## src/hdl/asr_pkg.sv

```systemverilog
package asr_pkg;
   // memory geometry
   localparam int ADDR_W = 20;
   localparam int DATA_W = 8;
   // clock period in ns
   localparam int CLK_NS = 10;
   // pin timing in ns
   localparam int T_RC_NS = 45;
   localparam int T_WC_NS = 45;
   localparam int T_AA_NS = 45;
   localparam int T_DOE_NS = 22;
   localparam int T_PWE_NS = 35;
   localparam int T_SD_NS = 25;
   localparam int T_HZOE_NS = 18;
   // cycle counts: least times round up, longest times too (wait covers max)
   localparam int RC_CYC = (T_RC_NS + CLK_NS - 1) / CLK_NS;
   localparam int WC_CYC = (T_WC_NS + CLK_NS - 1) / CLK_NS;
   localparam int AA_CYC = (T_AA_NS + CLK_NS - 1) / CLK_NS;
   localparam int DOE_CYC = (T_DOE_NS + CLK_NS - 1) / CLK_NS;
   localparam int PWE_CYC = (T_PWE_NS + CLK_NS - 1) / CLK_NS;
   localparam int SD_CYC = (T_SD_NS + CLK_NS - 1) / CLK_NS;
   localparam int HZ_CYC = (T_HZOE_NS + CLK_NS - 1) / CLK_NS;
   localparam int CNT_W = 4;
   // values after reset
   localparam logic [ADDR_W-1:0] ADDR_RST = 20'h00000;
   localparam logic [DATA_W-1:0] DATA_RST = 8'h00;

   typedef enum logic [2:0] {
      ASR_IDLE = 3'b000,
      ASR_RSEL = 3'b001,
      ASR_RWAIT = 3'b010,
      ASR_WSTRB = 3'b011,
      ASR_WEND = 3'b100,
      ASR_TURN = 3'b101,
      ASR_GAP = 3'b110
   } asr_state_t;
endpackage

```

## src/hdl/asr_ctrl.sv

```systemverilog
`timescale 1ns/100ps
// Operation
// RL1: write only while strobe and both selects active
// RL2: data timing measured from write-ending edge
// RL3: data stable 25 ns before write end
// RL4: address held across whole write
// RL5: 35 ns address, select and strobe
// RL6: read data valid 45 ns after address
// RL7: old read data held 10 ns
// RL8: data valid 22 ns after output enable
// RL9: output enable high keeps pins released
// RL10: select drop with strobe keeps pins released
// RL11: never drive pins while memory drives
// RL12: write strobe high through every read
// RL13: selects always driven to definite levels
// RL14: address valid no later than selects
// RL15: memory drives only selected reading
// RL16: selected strobe low stores the byte
// RL17: memory releases pins otherwise
// RL18: twenty address lines, eight data bits
// RL19: cycle time kept, waits timed by counters
module asr_ctrl #(
   parameter int ADDR_W = asr_pkg::ADDR_W,
   parameter int DATA_W = asr_pkg::DATA_W
) (
   input wire logic clk,
   input wire logic rst,
   input wire logic req_valid,
   input wire logic req_write,
   input wire logic [ADDR_W-1:0] req_addr,
   input wire logic [DATA_W-1:0] req_wdata,
   output logic req_ready,
   output logic rsp_valid,
   output logic [DATA_W-1:0] rsp_rdata,
   output logic [ADDR_W-1:0] mem_addr,
   output logic select_low_active_n,
   output logic select_high_active,
   output logic mem_we_n,
   output logic mem_oe_n,
   output logic [DATA_W-1:0] mem_dq_out,
   output logic mem_dq_oe,
   input wire logic [DATA_W-1:0] mem_dq_in
);
   import asr_pkg::*;

   // geometry is fixed: reset values and the timer sizing assume it
   if (ADDR_W != 20 || DATA_W != 8) begin : g_geom_chk
      $error("asr_ctrl needs 20x8"); // RL18
   end

   typedef struct packed {
      asr_state_t st;
      logic [CNT_W-1:0] cyc;
      logic ready;
      logic rvalid;
      logic [DATA_W-1:0] rdata;
      logic [ADDR_W-1:0] addr;
      logic ce_n;
      logic ce;
      logic we_n;
      logic oe_n;
      logic [DATA_W-1:0] dout;
      logic doe;
   } asr_ctl_t;
   asr_ctl_t q_r, q_nxt;

   logic t_load;
   logic [CNT_W-1:0] t_count;
   logic t_done;

   ////////////////////////////////////////////////////////////////////
   // wait timer for strobe and access phases
   asr_timer #(.W(CNT_W)) u_tmr (
      .clk(clk),
      .rst(rst),
      .load(t_load),
      .count(t_count),
      .done(t_done)
   );

   ////////////////////////////////////////////////////////////////////
   // access sequencer
   always_comb begin
      q_nxt = q_r;
      q_nxt.rvalid = 1'b0;
      t_load = 1'b0;
      t_count = '0;
      if (q_r.cyc != '0) begin
         q_nxt.cyc = q_r.cyc - 1'b1; // RL19
      end
      case (q_r.st)
         ASR_IDLE: begin
            if (req_valid && q_r.ready) begin
               q_nxt.ready = 1'b0;
               // address first, selects follow a cycle later
               q_nxt.addr = req_addr; // RL14
               if (req_write) begin
                  q_nxt.cyc = CNT_W'(WC_CYC); // RL19
                  q_nxt.dout = req_wdata;
                  q_nxt.st = ASR_WSTRB;
               end else begin
                  q_nxt.cyc = CNT_W'(RC_CYC); // RL19
                  q_nxt.st = ASR_RSEL;
               end
            end
         end
         ASR_RSEL: begin
            // strobe stays high, output enable with selects
            q_nxt.ce_n = 1'b0;
            q_nxt.ce = 1'b1;
            q_nxt.oe_n = 1'b0;
            q_nxt.we_n = 1'b1; // RL12
            t_load = 1'b1;
            t_count = CNT_W'(AA_CYC > DOE_CYC ? AA_CYC : DOE_CYC); // RL6 RL8
            q_nxt.st = ASR_RWAIT;
         end
         ASR_RWAIT: begin
            if (t_done) begin
               // sample before address or selects move
               q_nxt.rdata = mem_dq_in; // RL7
               q_nxt.rvalid = 1'b1;
               q_nxt.ce_n = 1'b1;
               q_nxt.ce = 1'b0;
               q_nxt.oe_n = 1'b1;
               t_load = 1'b1;
               t_count = CNT_W'(HZ_CYC);
               q_nxt.st = ASR_TURN;
            end
         end
         ASR_WSTRB: begin
            // oe stays high so the memory never drives during a write
            q_nxt.oe_n = 1'b1; // RL9 RL11
            q_nxt.ce_n = 1'b0;
            q_nxt.ce = 1'b1;
            q_nxt.we_n = 1'b0; // RL1
            q_nxt.doe = 1'b1;
            t_load = 1'b1;
            t_count = CNT_W'(PWE_CYC > SD_CYC ? PWE_CYC : SD_CYC); // RL3 RL5
            q_nxt.st = ASR_WEND;
         end
         ASR_WEND: begin
            if (t_done) begin
               // strobe and selects end together; address, data stay a cycle
               q_nxt.we_n = 1'b1; // RL2 RL10
               q_nxt.ce_n = 1'b1;
               q_nxt.ce = 1'b0;
               q_nxt.st = ASR_GAP;
            end
         end
         ASR_TURN: begin
            // let the memory release the bus before anything else
            if (t_done) begin
               q_nxt.st = ASR_GAP; // RL11
            end
         end
         ASR_GAP: begin
            q_nxt.doe = 1'b0; // RL4
            if (q_r.cyc <= CNT_W'(1)) begin
               q_nxt.ready = 1'b1; // RL19
               q_nxt.st = ASR_IDLE;
            end
         end
         default: begin
            q_nxt.st = ASR_IDLE;
         end
      endcase
   end

   ////////////////////////////////////////////////////////////////////
   // state register; selects reset to a definite deselect
   always_ff @(posedge clk) begin
      if (rst) begin
         q_r.st <= ASR_IDLE;
         q_r.cyc <= '0;
         q_r.ready <= 1'b1;
         q_r.rvalid <= 1'b0;
         q_r.rdata <= DATA_RST;
         q_r.addr <= ADDR_RST;
         q_r.ce_n <= 1'b1; // RL13
         q_r.ce <= 1'b0;
         q_r.we_n <= 1'b1;
         q_r.oe_n <= 1'b1;
         q_r.dout <= DATA_RST;
         q_r.doe <= 1'b0;
      end else begin
         q_r <= q_nxt;
      end
   end

   assign req_ready = q_r.ready;
   assign rsp_valid = q_r.rvalid;
   assign rsp_rdata = q_r.rdata;
   assign mem_addr = q_r.addr;
   assign select_low_active_n = q_r.ce_n;
   assign select_high_active = q_r.ce;
   assign mem_we_n = q_r.we_n;
   assign mem_oe_n = q_r.oe_n;
   assign mem_dq_out = q_r.dout;
   assign mem_dq_oe = q_r.doe;

   ////////////////////////////////////////////////////////////////////
   // checks
   chk_no_contention: assert property (@(posedge clk) disable iff (rst) // RL11
      !(mem_dq_oe && !mem_oe_n))
      else $error("controller and memory drive together");
   chk_read_we_high: assert property (@(posedge clk) disable iff (rst) // RL12
      (!mem_oe_n && !select_low_active_n) |-> mem_we_n)
      else $error("write strobe low during read");
   chk_sel_pair: assert property (@(posedge clk) disable iff (rst) // RL13
      select_low_active_n == !select_high_active)
      else $error("selects disagree");
   chk_wr_pulse_len: assert property (@(posedge clk) disable iff (rst) // RL5
      $fell(mem_we_n) |-> !mem_we_n [*4])
      else $error("write strobe too short");
   chk_wr_addr_hold: assert property (@(posedge clk) disable iff (rst) // RL4
      !mem_we_n |=> $stable(mem_addr) && $stable(mem_dq_out))
      else $error("address or data moved in write");
   chk_wr_data_on: assert property (@(posedge clk) disable iff (rst) // RL1
      !mem_we_n |-> mem_dq_oe && !select_low_active_n)
      else $error("write without data or select");
   chk_rd_addr_first: assert property (@(posedge clk) disable iff (rst) // RL14
      $fell(select_low_active_n) |-> $stable(mem_addr))
      else $error("address moved with select");
   chk_cycle_gap: assert property (@(posedge clk) disable iff (rst) // RL19
      (req_valid && req_ready) |=> !req_ready [*4])
      else $error("access started before cycle time");
   chk_rd_wait: assert property (@(posedge clk) disable iff (rst) // RL6
      $fell(mem_oe_n) |-> !mem_oe_n [*5])
      else $error("read sampled too early");
endmodule

```

## src/hdl/asr_timer.sv

```systemverilog
`timescale 1ns/100ps
// down counter that flags when a programmed wait has run out
module asr_timer #(
   parameter int W = 4
) (
   input wire logic clk,
   input wire logic rst,
   input wire logic load,
   input wire logic [W-1:0] count,
   output logic done
);
   typedef struct packed {
      logic [W-1:0] cnt;
      logic done;
   } asr_tmr_t;
   asr_tmr_t q_r, q_nxt;

   // a one-bit counter cannot hold the longest wait
   if (W < 2) begin : g_w_chk
      $error("asr_timer width too small");
   end

   // load wins over counting; done rises as the count steps from one to zero
   always_comb begin
      q_nxt = q_r;
      q_nxt.done = 1'b0;
      if (load) begin
         q_nxt.cnt = count;
      end else if (q_r.cnt != '0) begin
         q_nxt.cnt = q_r.cnt - 1'b1;
         q_nxt.done = (q_r.cnt == W'(1));
      end
   end

   always_ff @(posedge clk) begin
      if (rst) begin
         q_r <= '0;
      end else begin
         q_r <= q_nxt;
      end
   end

   assign done = q_r.done;
endmodule

```

## config.mk

```make
export PLATFORM = sky130hd
export DESIGN_NAME = asr_ctrl
export DESIGN_NICKNAME = d
export VERILOG_FILES = /design/src/hdl/asr_pkg.sv /design/src/hdl/asr_ctrl.sv /design/src/hdl/asr_timer.sv
export SDC_FILE = /design/constraint.sdc
export NUM_CORES = 1
export LEC_CHECK = 0
export ABC_AREA = 1
export BUFFER_PORTS_ARGS = -buffer_cell sky130_fd_sc_hd__buf_4
export CAP_MARGIN = 20
export CELL_PAD_IN_SITES_DETAIL_PLACEMENT = 1
export CELL_PAD_IN_SITES_GLOBAL_PLACEMENT = 2
export CORE_AREA = 2 2 95 97
export DETAILED_ROUTE_END_ITERATION = 8
export DIE_AREA = 0 0 97 99
export GPL_ROUTABILITY_DRIVEN = 0
export GPL_TIMING_DRIVEN = 1
export PLACE_DENSITY = 0.81
export SETUP_SLACK_MARGIN = 0.3
export SYNTH_ARGS = -nofsm -noshare
export SYNTH_HDL_FRONTEND = slang
export SYNTH_SLANG_ARGS = --single-unit
```

## constraint.sdc

```tcl
create_clock -name clk -period 3.9 [get_ports clk]
set_clock_uncertainty 0.2 [all_clocks]
set_input_delay 0.78 -clock clk [delete_from_list [all_inputs] [get_ports clk]]
set_output_delay 0.78 -clock clk [all_outputs]
set_load 0.01 [all_outputs]
```

==> results of run 1 <==
cells by family (layout without fill, tap and decap cells):
family / count (synthesis) / count (layout)
buffers and inverters: 65 / 109
adders and majority gates: 3 / 3
xor gates and xnor gates: 2 / 2
and+or+nand+nor: 131 / 131
DFF: 55 / 55
AOI/OAI and AO/OA: 59 / 59
state kept, by name (all words and copies together), names as in the netlist:
name and flops:
rsp_rdata 8, mem_dq_out 8, select_high_active 1, mem_addr 20, rsp_valid 1, mem_we_n 1
u_tmr.q_r 4, u_tmr.done 1, select_low_active_n 1, q_r 7, mem_dq_oe 1, mem_oe_n 1
req_ready 1
synthesized netlist by cell type, types with 3 or more instances:
| master | count | area share |
|---|---|---|
| nand2_1 | 64 | 0.099 |
| dfxtp_1 | 55 | 0.46 |
| nor2_1 | 45 | 0.070 |
| buf_4 | 37 | 0.11 |
| a21oi_1 | 27 | 0.056 |
| o21ai_0 | 26 | 0.054 |
| inv_1 | 12 | 0.019 |
| nand3_1 | 8 | 0.017 |
| inv_2 | 7 | 0.011 |
| clkbuf_1 | 5 | 0.0078 |
| ha_1 | 3 | 0.016 |
| nor3_1 | 3 | 0.0062 |
worst min-delay path, delay by kind of cell (launching register included):
kind	cells	cell delay, ns
AND/OR/NAND/NOR	2	0.10
flip-flops	1	0.33
final cells by class:
type | instances | area [um2]
repair buffers | 82 | 616
clock buffers | 6 | 72.6
multi-input cells | 195 | 917
fillers | 1057 | 5580
flip-flops and latches | 55 | 1100
clock inverters | 2 | 60.1
well taps | 108 | 135
inverters | 19 | 71.3
placed cells by master (no fill, tap or decap), types with 5 or more instances in the layout:
| cell | count |
|---|---|
| inv_2 | 7 |
| nand2_1 | 64 |
| dfxtp_1 | 55 |
| a21oi_1 | 27 |
| clkbuf_8 | 5 |
| buf_4 | 82 |
| inv_1 | 12 |
| o21ai_0 | 26 |
| nand3_1 | 8 |
| nor2_1 | 45 |
routing by layer:
metal | share of wire | up-vias | track usage | routed length (um)
li1 | - | 1059 | - | -
met1 | 0.46 | 953 | 0.147 | 2620
met2 | 0.47 | 41 | 0.201 | 2720
met3 | 0.053 | 5 | 0.0333 | 304
met4 | 0.014 | 0 | 0.0423 | 82
met5 | 0 | - | 0 | 0
metrics by stage:
step | cells | worst slack (ns) | hold WS [ns] | area, um2 | total power (W)
2_1_floorplan | 315 | 2.22 | 0.239 | 2420 | 0.00139
3_3_place_gp | 459 | 1.52 | 0.235 | 2840 | 0.00155
3_5_place_dp | 459 | 1.47 | 0.255 | 2840 | 0.00157
4_1_cts | 467 | 1.80 | 0.272 | 2970 | 0.00202
5_1_grt | 467 | 1.63 | 0.288 | 2970 | 0.00215
6_report | 467 | 1.85 | 0.264 | 2970 | 0.00198
worst max path at each step:
stage	start	endpoint	slack, ns	cells after the start
after global placement	req_valid	req_ready	1.52	6
after CTS	req_valid	req_ready	1.80	6
after floorplan	req_valid	mem_addr[0]	2.22	5
after global routing	q_r[47]	q_r[43]	1.63	7
after detailed placement	req_valid	req_ready	1.47	6
final	req_valid	req_ready	1.85	6
where the power goes:
group / internal, W / switching [W]
registers: 0.000692 / 0.0000970
clock network: 0.000257 / 0.000182
logic: 0.000316 / 0.000437
total: 0.00126 / 0.000716
==> flow_summary.yaml, run 1 <==
synthesis:
  synthFlopType: "dfxtp_1"
  synth_async_sr_flop_share: 0
  synth-seq-cells: 55
  synthXorXnorAreaFrac: 0.00724
  synth.distinct_cells: 28
  ys_warn_count: 0
  synth_cells: 315
  synth_simple_gate_area_share: 0.229
  synth_compound_area_frac: 0.128
  synth-edff-count: 0
  netlist_area_um2: 2420
  syn-num-nets: 358
  muxShareOfSynthArea: 0
  synth_top_family_by_area: "simple AND/OR/NAND/NOR gates"
  synthAdderAreaFrac: 0.0155
  synth-seq-area-share: 0.455
  syn_avg_cell_area_um2: 7.68
worst_setup_path:
  critical_path.top_delay_family: "simple AND/OR/NAND/NOR gates"
  end_kind: "register"
  worstPathCellList: "buf_4 -> nand2_1 -> nor2_4 -> inv_2 -> a21oi_1 -> o31ai_1"
  r2r_cells: 6
  cp_max_fo: 24
  critPathBufInv: 2
  slowest_stage: "nor2_4"
  r2r-start: "q_r[47]"
  required_ns: 3.90
  crit_path_start_kind: "input pin"
  r2r_slack_ns: 1.87
  worstPathArrival_ns: 2.05
  crit_type: "input pin to register"
  rr_endpoint: "req_ready"
  critPathMaxStageDelay_ns: 0.47
clocking:
  cts_buffer_depth: 2
  htreeDepth: 2
  tritoncts: "done"
  numCtsBuffers: 5
  cts_hold_buf: 0
  post_cts_buffers: 0
  clkSlewWorstSetupHoldPaths_ns: 0.09
  root_buffer: "clkbuf_8"
  cts-resized-gates: 0
  cts_sinks: 55
  worstSkewPairLatency_ns: 0.31
timing:
  max_freq_mhz: 487
  grt_setup_unrepaired: "no"
  fin_crit_sh: 0.526
  worst_slew_pin_slew_ns: 0.734
  tns_ns: 0
  setup_viol: 0
  hold_viol: 0
  relSlewSlack: 0.510
  fin_crit_ns: 2.05
  slew_viol_final: 0
place:
  io_buffer_count: 82
  hpwlAfterDp_mm: 4.10
finish:
  nets: 401
  n_antenna_cell: 0
  drive_gt1_frac: 0.287
  syn2layout_area_growth_pct: 22.9
  postLayoutCoreUtil: 0.348
floorplan:
  die_w_um: 97
  initial_utilization: 0.283
  pin_count: 83
  dieArea_um2: 9600
  rows: 34
  coreArea_um2: 8550
  die_height_um: 99
worst_hold_path:
  hp-start: "mem_oe_n"
  hold_path.class: "register to register"
  hold_depth: 2
  min_to: "mem_oe_n"
drt:
  routed_wl_mm: 5.73
  drt-initial-drc-count: 55
  dr_total_vias: 2058
  drc: 0
  dr.pass1.iters: 4
  antenna_left: 0
  avgRoutedWirePerCell_um: 12.3
  viasPerCell: 4.41
grt:
  grt_max_degree: 33
  antenna_found_initial: 0
  grt_first_pass_wirelength_mm: 9.55
  grtUsageTotal: 0.120
  grt_pass1_vias: 2061
  gr-total-overflow: 0
power:
  powerDensity_nw_per_um2: 666
  ir_worst_vdd_v: 0.000217
  p_leak_nw: 1.34
outcome:
  status: "finished clean"
flow_run:
  maxCapViolations: 0
(Power assumes the default switching activity.)
==> run 2: changes to the inputs <==
--- a/config.mk
+++ b/config.mk
@@ -10,12 +10,12 @@
 export CAP_MARGIN = 20
 export CELL_PAD_IN_SITES_DETAIL_PLACEMENT = 1
 export CELL_PAD_IN_SITES_GLOBAL_PLACEMENT = 2
-export CORE_AREA = 2 2 95 97
+export CORE_AREA = 2 2 98 100
 export DETAILED_ROUTE_END_ITERATION = 8
-export DIE_AREA = 0 0 97 99
+export DIE_AREA = 0 0 100 102
 export GPL_ROUTABILITY_DRIVEN = 0
 export GPL_TIMING_DRIVEN = 1
-export PLACE_DENSITY = 0.81
+export PLACE_DENSITY = 0.76
 export SETUP_SLACK_MARGIN = 0.3
 export SYNTH_ARGS = -nofsm -noshare
 export SYNTH_HDL_FRONTEND = slang
==> constraint.sdc (replaced) <==
create_clock -name clk -period 1.9 [get_ports clk]
set_clock_uncertainty 0.2 [all_clocks]
set_input_delay 0.38 -clock clk [delete_from_list [all_inputs] [get_ports clk]]
set_output_delay 0.38 -clock clk [all_outputs]
set_load 0.01 [all_outputs]
==> run 2 against run 1 <==
  * Hold slack lost 0.16 ns
  * Die area is 6.2% higher
  * Sequential cell count stayed put
  * Cell area is 3.8% higher
  * Global-route usage is 0.33 points lower
  * Non-clock buffer count rose by 8
  * Wire length is 3.8% higher
  * Largest cell class unchanged
  * Largest power group is now combinational cells
  * Highest routed layer unchanged
==> flow_summary.yaml, run 2 (synthesis gave the netlist of run 1 again) <==
outcome:
  status: "finished clean"
power:
  p_sw_w: 0.00159
  pwr-share-seq: 0.396
  intPower_w: 0.00258
  clock_power_share: 0.194
  powerDensity_nw_per_um2: 1350
  ir_worst_vdd_v: 0.000438
  p_leak_nw: 1.38
  comb_power_share: 0.410
  switching_share: 0.380
finish:
  postLayoutCoreUtil: 0.339
  drive_gt1_frac: 0.335
  final_common_cell: "buf_4"
  nets: 409
  n_antenna_cell: 0
  largest_reg_flops: 20
  final_area_um2: 3090
  stdcell_count: 478
  syn2layout_area_growth_pct: 27.6
  final_cell_mix: "buf_4, nand2_1, dfxtp_1"
clocking:
  htreeDepth: 2
  root_buffer: "clkbuf_8"
  numCtsBuffers: 5
  cts_buffer_depth: 2
  clkSlewWorstSetupHoldPaths_ns: 0.12
  tritoncts: "done"
  cts_hold_buf: 0
  cts_sinks: 55
  worstSkewPairLatency_ns: 0.32
worst_setup_path:
  startpoint: "q_r[48]"
  end_kind: "register"
  crit_path_start_kind: "register"
  rr_endpoint: "mem_addr[15]"
  crit_end: "mem_addr[15]"
  r2r_slack_ns: 0.40
  r2r-start: "q_r[48]"
  crit_path_frequent_cell: "nor2_4"
  critPathMaxStageDelay_ns: 0.38
  slowest_stage: "dfxtp_4"
  crit_cells: 7
  worstPathArrival_ns: 1.48
  worstPathCellList: "nor2_4 -> nand2_2 -> nor2_4 -> inv_4 -> buf_6 -> nand2_1 -> a21oi_1"
  critPathBufInv: 2
  critical_path.top_delay_family: "simple AND/OR/NAND/NOR gates"
  r2r_cells: 7
  cp_max_fo: 15
  crit_type: "register to register"
  required_ns: 1.88
grt:
  grt_first_pass_wirelength_mm: 9.42
  grt_max_degree: 32
  antenna_found_initial: 0
  grtUsageTotal: 0.116
  gr-total-overflow: 0
  grt_pass1_vias: 2004
place:
  dp.cells: 467
  hpwlAfterDp_mm: 4.29
  placedInstanceArea_um2: 2880
  io_buffer_count: 82
timing:
  setup_viol: 0
  fin_crit_ns: 1.50
  relSlewSlack: 0.765
  worst_slew_pin_slew_ns: 0.353
  tns_ns: 0
  slew_viol_final: 0
  max_freq_mhz: 666
  hold_viol: 0
  grt_setup_unrepaired: "yes"
  fin_crit_sh: 0.790
floorplan:
  die_w_um: 100
  dieArea_um2: 10200
  initial_utilization: 0.266
  coreArea_um2: 9110
  rows: 35
  die_height_um: 102
  pin_count: 83
drt:
  routed_wl_mm: 5.95
  dr.pass1.iters: 4
  dr_total_vias: 2099
  viasPerCell: 4.39
  drc: 0
  antenna_left: 0
  avgRoutedWirePerCell_um: 12.4
  drt-initial-drc-count: 35
worst_hold_path:
  hold_depth: 3
  hold_path.class: "input pin to register"
flow_run:
  maxCapViolations: 0
==> run 2: changes by cell type in the layout (fill, tap and decap cells not counted), moves of 3 or more <==
| cell | before | now |
|---|---|---|
| dfxtp_4 | 0 | 3 |
| o21ai_0 | 26 | 23 |
| inv_4 | 0 | 3 |
| dfxtp_1 | 55 | 50 |
| buf_4 | 82 | 88 |
| o21ai_1 | 0 | 3 |
==> run 2: layout make-up <==
type / instances / area, um2
clock buffer: 5 / 68.8
clock inverter: 3 / 46.3
tap: 111 / 139
multi-input combinational: 195 / 951
inverter: 19 / 78.8
fill: 1112 / 6020
timing repair buffer: 90 / 687
sequential: 55 / 1110
==> run 2: power by group through the flow <==
stage                     Clock, W  Combinational (W)  Sequential (W)
after detailed placement         0            0.00163         0.00165
after global routing      0.000877            0.00195         0.00169
after CTS                 0.000845            0.00164         0.00163
after floorplan                  0            0.00124         0.00161
after global placement           0            0.00160         0.00164
final                     0.000810            0.00171         0.00165
==> run 2: routing by layer <==
metal | up-vias | GRT usage | share of wire
met3 | 5 | 0.0205 | 0.032
met1 | 987 | 0.145 | 0.46
met4 | 0 | 0.0506 | 0.015
met5 | - | 0 | 0
li1 | 1075 | - | -
met2 | 32 | 0.199 | 0.49
==> run 2: repair_timing <==
| item | 4_1_cts | 5_1_grt |
|---|---|---|
| endpoints found under the setup margin | 27 | 35 |
| gates resized for setup | 5 | 22 |
| pin swaps | 0 | 6 |
| setup buffers | 0 | 3 |
==> run 2: stage by stage <==
step	worst slack (ns)	hold WS (ns)	power, W
floorplan	0.442	0.239	0.00286
global placement	0.276	0.251	0.00324
detailed placement	0.206	0.256	0.00328
CTS	0.303	0.100	0.00412
global route	0.277	0.101	0.00452
finish	0.399	0.100	0.00417
==> run 2: worst min path at each step <==
stage                  from      endpoint  slack, ns
2_1_floorplan  mem_addr[10]  mem_addr[10]       0.24
4_1_cts        mem_dq_in[7]  rsp_rdata[7]       0.10
3_3_place_gp    mem_addr[4]   mem_addr[4]       0.25
3_5_place_dp    mem_addr[3]   mem_addr[3]       0.26
5_1_grt        mem_dq_in[7]  rsp_rdata[7]       0.10
6_report       mem_dq_in[4]  rsp_rdata[4]        0.1
==> run 2: tightest hold or removal path, cell delays in order <==
cell and delay, ns:
buf_4 0.07, o21ai_0 0.07, nor2_1 0.07
==> run 3: changes to the inputs <==
==> constraint.sdc (replaced) <==
create_clock -name clk -period 1.4 [get_ports clk]
set_clock_uncertainty 0.2 [all_clocks]
set_input_delay 0.28 -clock clk [delete_from_list [all_inputs] [get_ports clk]]
set_output_delay 0.28 -clock clk [all_outputs]
set_load 0.01 [all_outputs]
==> run 3 against run 2 <==
  * The flow now finishes with violations (negative hold slack, negative setup slack)
  * Critical path depth grew 3
  * Sequential share of layout area shrank 8.0 points
  * Total power grew 77%
  * Sequential cell count is the same
  * Setup slack lost 0.45 ns
  * Wire length grew 26%
==> flow_summary.yaml, run 3 (synthesis gave the netlist of run 1 again) <==
drt:
  dr_total_vias: 2359
  viasPerCell: 4.41
  drc: 0
  drt-initial-drc-count: 39
  avgRoutedWirePerCell_um: 14.0
  dr.pass1.iters: 4
  routed_wl_mm: 7.51
  antenna_left: 0
clocking:
  clkSlewWorstSetupHoldPaths_ns: 0.11
  cts_sinks: 55
  numCtsBuffers: 5
  cts_buffer_depth: 2
  tritoncts: "done"
  htreeDepth: 2
  root_buffer: "clkbuf_8"
  worstSkewPairLatency_ns: 0.31
floorplan:
  die_height_um: 102
  rows: 35
  initial_utilization: 0.266
  coreArea_um2: 9110
  die_w_um: 100
  pin_count: 83
  dieArea_um2: 10200
timing:
  fin_crit_ns: 1.45
  fin_crit_sh: 1.04
  setup_viol: 21
  relSlewSlack: 0.821
  setup_ws_ns: -0.0496
  worst_slew_pin_slew_ns: 0.267
  max_freq_mhz: 690
  hold_viol: 1
  slew_viol_final: 0
  grt_setup_unrepaired: "yes"
  holdWs_ns: -0.00683
  tns_ns: -0.276
worst_setup_path:
  required_ns: 1.43
  end_kind: "register"
  crit_path_start_kind: "register"
  worstPathArrival_ns: 1.48
  critPathBufInv: 2
  crit_path_frequent_cell: "nand2_2"
  cp_max_fo: 4
  critical_path.top_delay_family: "simple AND/OR/NAND/NOR gates"
  critPathMaxStageDelay_ns: 0.35
  slowest_stage: "dfxtp_2"
  crit_type: "register to register"
  worstPathCellList: "inv_4 -> ha_4 -> inv_2 -> nand2_2 -> nand2_2 -> nand2_2 -> nand2_4 -> nor2_4 -> o21ai_2 -> nor2_1"
finish:
  postLayoutCoreUtil: 0.458
  n_antenna_cell: 0
  final_common_cell: "buf_4"
  final_area_um2: 4170
  nets: 467
  drive_gt1_frac: 0.700
  final_cell_mix: "buf_4, buf_6, dfxtp_2"
  syn2layout_area_growth_pct: 72.4
  largest_reg_flops: 20
  fillerInstances: 1057
power:
  p_sw_w: 0.00287
  switching_share: 0.389
  clock_power_share: 0.124
  comb_power_share: 0.554
  pwr-share-seq: 0.323
  powerDensity_nw_per_um2: 1770
  intPower_w: 0.00451
  p_leak_nw: 1.82
  ir_worst_vdd_v: 0.000643
place:
  hpwlAfterDp_mm: 4.68
  io_buffer_count: 82
  placedInstanceArea_um2: 3140
flow_run:
  maxCapViolations: 0
grt:
  gr-total-overflow: 0
  grt_first_pass_wirelength_mm: 11.7
  antenna_found_initial: 0
  grt_max_degree: 20
  grtUsageTotal: 0.144
  grt_pass1_vias: 2407
outcome:
  violations: "negative hold slack, negative setup slack"
  status: "finished with violations"
worst_hold_path:
  hold_path.class: "input pin to register"
run 3: routing by layer:
metal  vias to the layer above  global-route usage  part of all wire
met5                         -                   0                 0
met4                         0              0.0411             0.014
met3                         8              0.0226             0.031
met2                        43               0.270              0.54
met1                      1116               0.169              0.42
li1                       1192                   -                 -
run 3: final cells by class:
class,count,area (um2),share of cell area
Clock inverter,1,5.00,0.00120
Clock buffer,6,82.6,0.0198
Tap cell,111,139,0.0333
Sequential cell,55,1170,0.282
Multi-Input combinational cell,196,1280,0.307
Timing Repair Buffer,147,1390,0.332
Inverter,19,101,0.0243
run 3: path summary, 6_finish.rpt:
kind,start,end,slack (ns),cells after the start
worst max-delay path,q_r[44],q_r[47],-0.05,10
worst min-delay path,mem_dq_in[2],rsp_rdata[2],-0.007,3
worst max register to register,q_r[44],q_r[47],-0.05,10
worst min register to register,mem_oe_n,mem_oe_n,0.27,2
run 3: power by group through the flow:
| stage | Clock [W] | Sequential [W] | Combinational (W) |
|---|---|---|---|
| 5_1_grt | 0.00102 | 0.00243 | 0.00447 |
| 3_5_place_dp | 0 | 0.00229 | 0.00268 |
| 4_1_cts | 0.000949 | 0.00235 | 0.00361 |
| 6_report | 0.000913 | 0.00238 | 0.00408 |
| 3_3_place_gp | 0 | 0.00229 | 0.00261 |
| 2_1_floorplan | 0 | 0.00226 | 0.00184 |
run 3: stage by stage:
stage	worst slack, ns	total power (W)	cells
CTS	-0.0339	0.00690	524
finish	-0.0496	0.00738	535
global route	-0.116	0.00792	535
detailed placement	-0.0578	0.00497	486
global placement	-0.0472	0.00490	486
floorplan	0.0769	0.00410	315
run 3: what timing repair did:
| item | CTS | global route |
|---|---|---|
| resized for setup | 151 | 57 |
| setup endpoints to repair | 98 | 98 |
| buffers inserted | 25 | 9 |
| cloned | 3 | 1 |
| pin swaps | 13 | 15 |
| endpoints found under the hold margin | 3 | 1 |
| hold buffers | 3 | 1 |
run 3: tightest hold or removal path: cells and delay by family:
kind	cells	cell delay (ns)
compound gates	1	0.05
buf+inv	1	0.08
simple gates	1	0.07
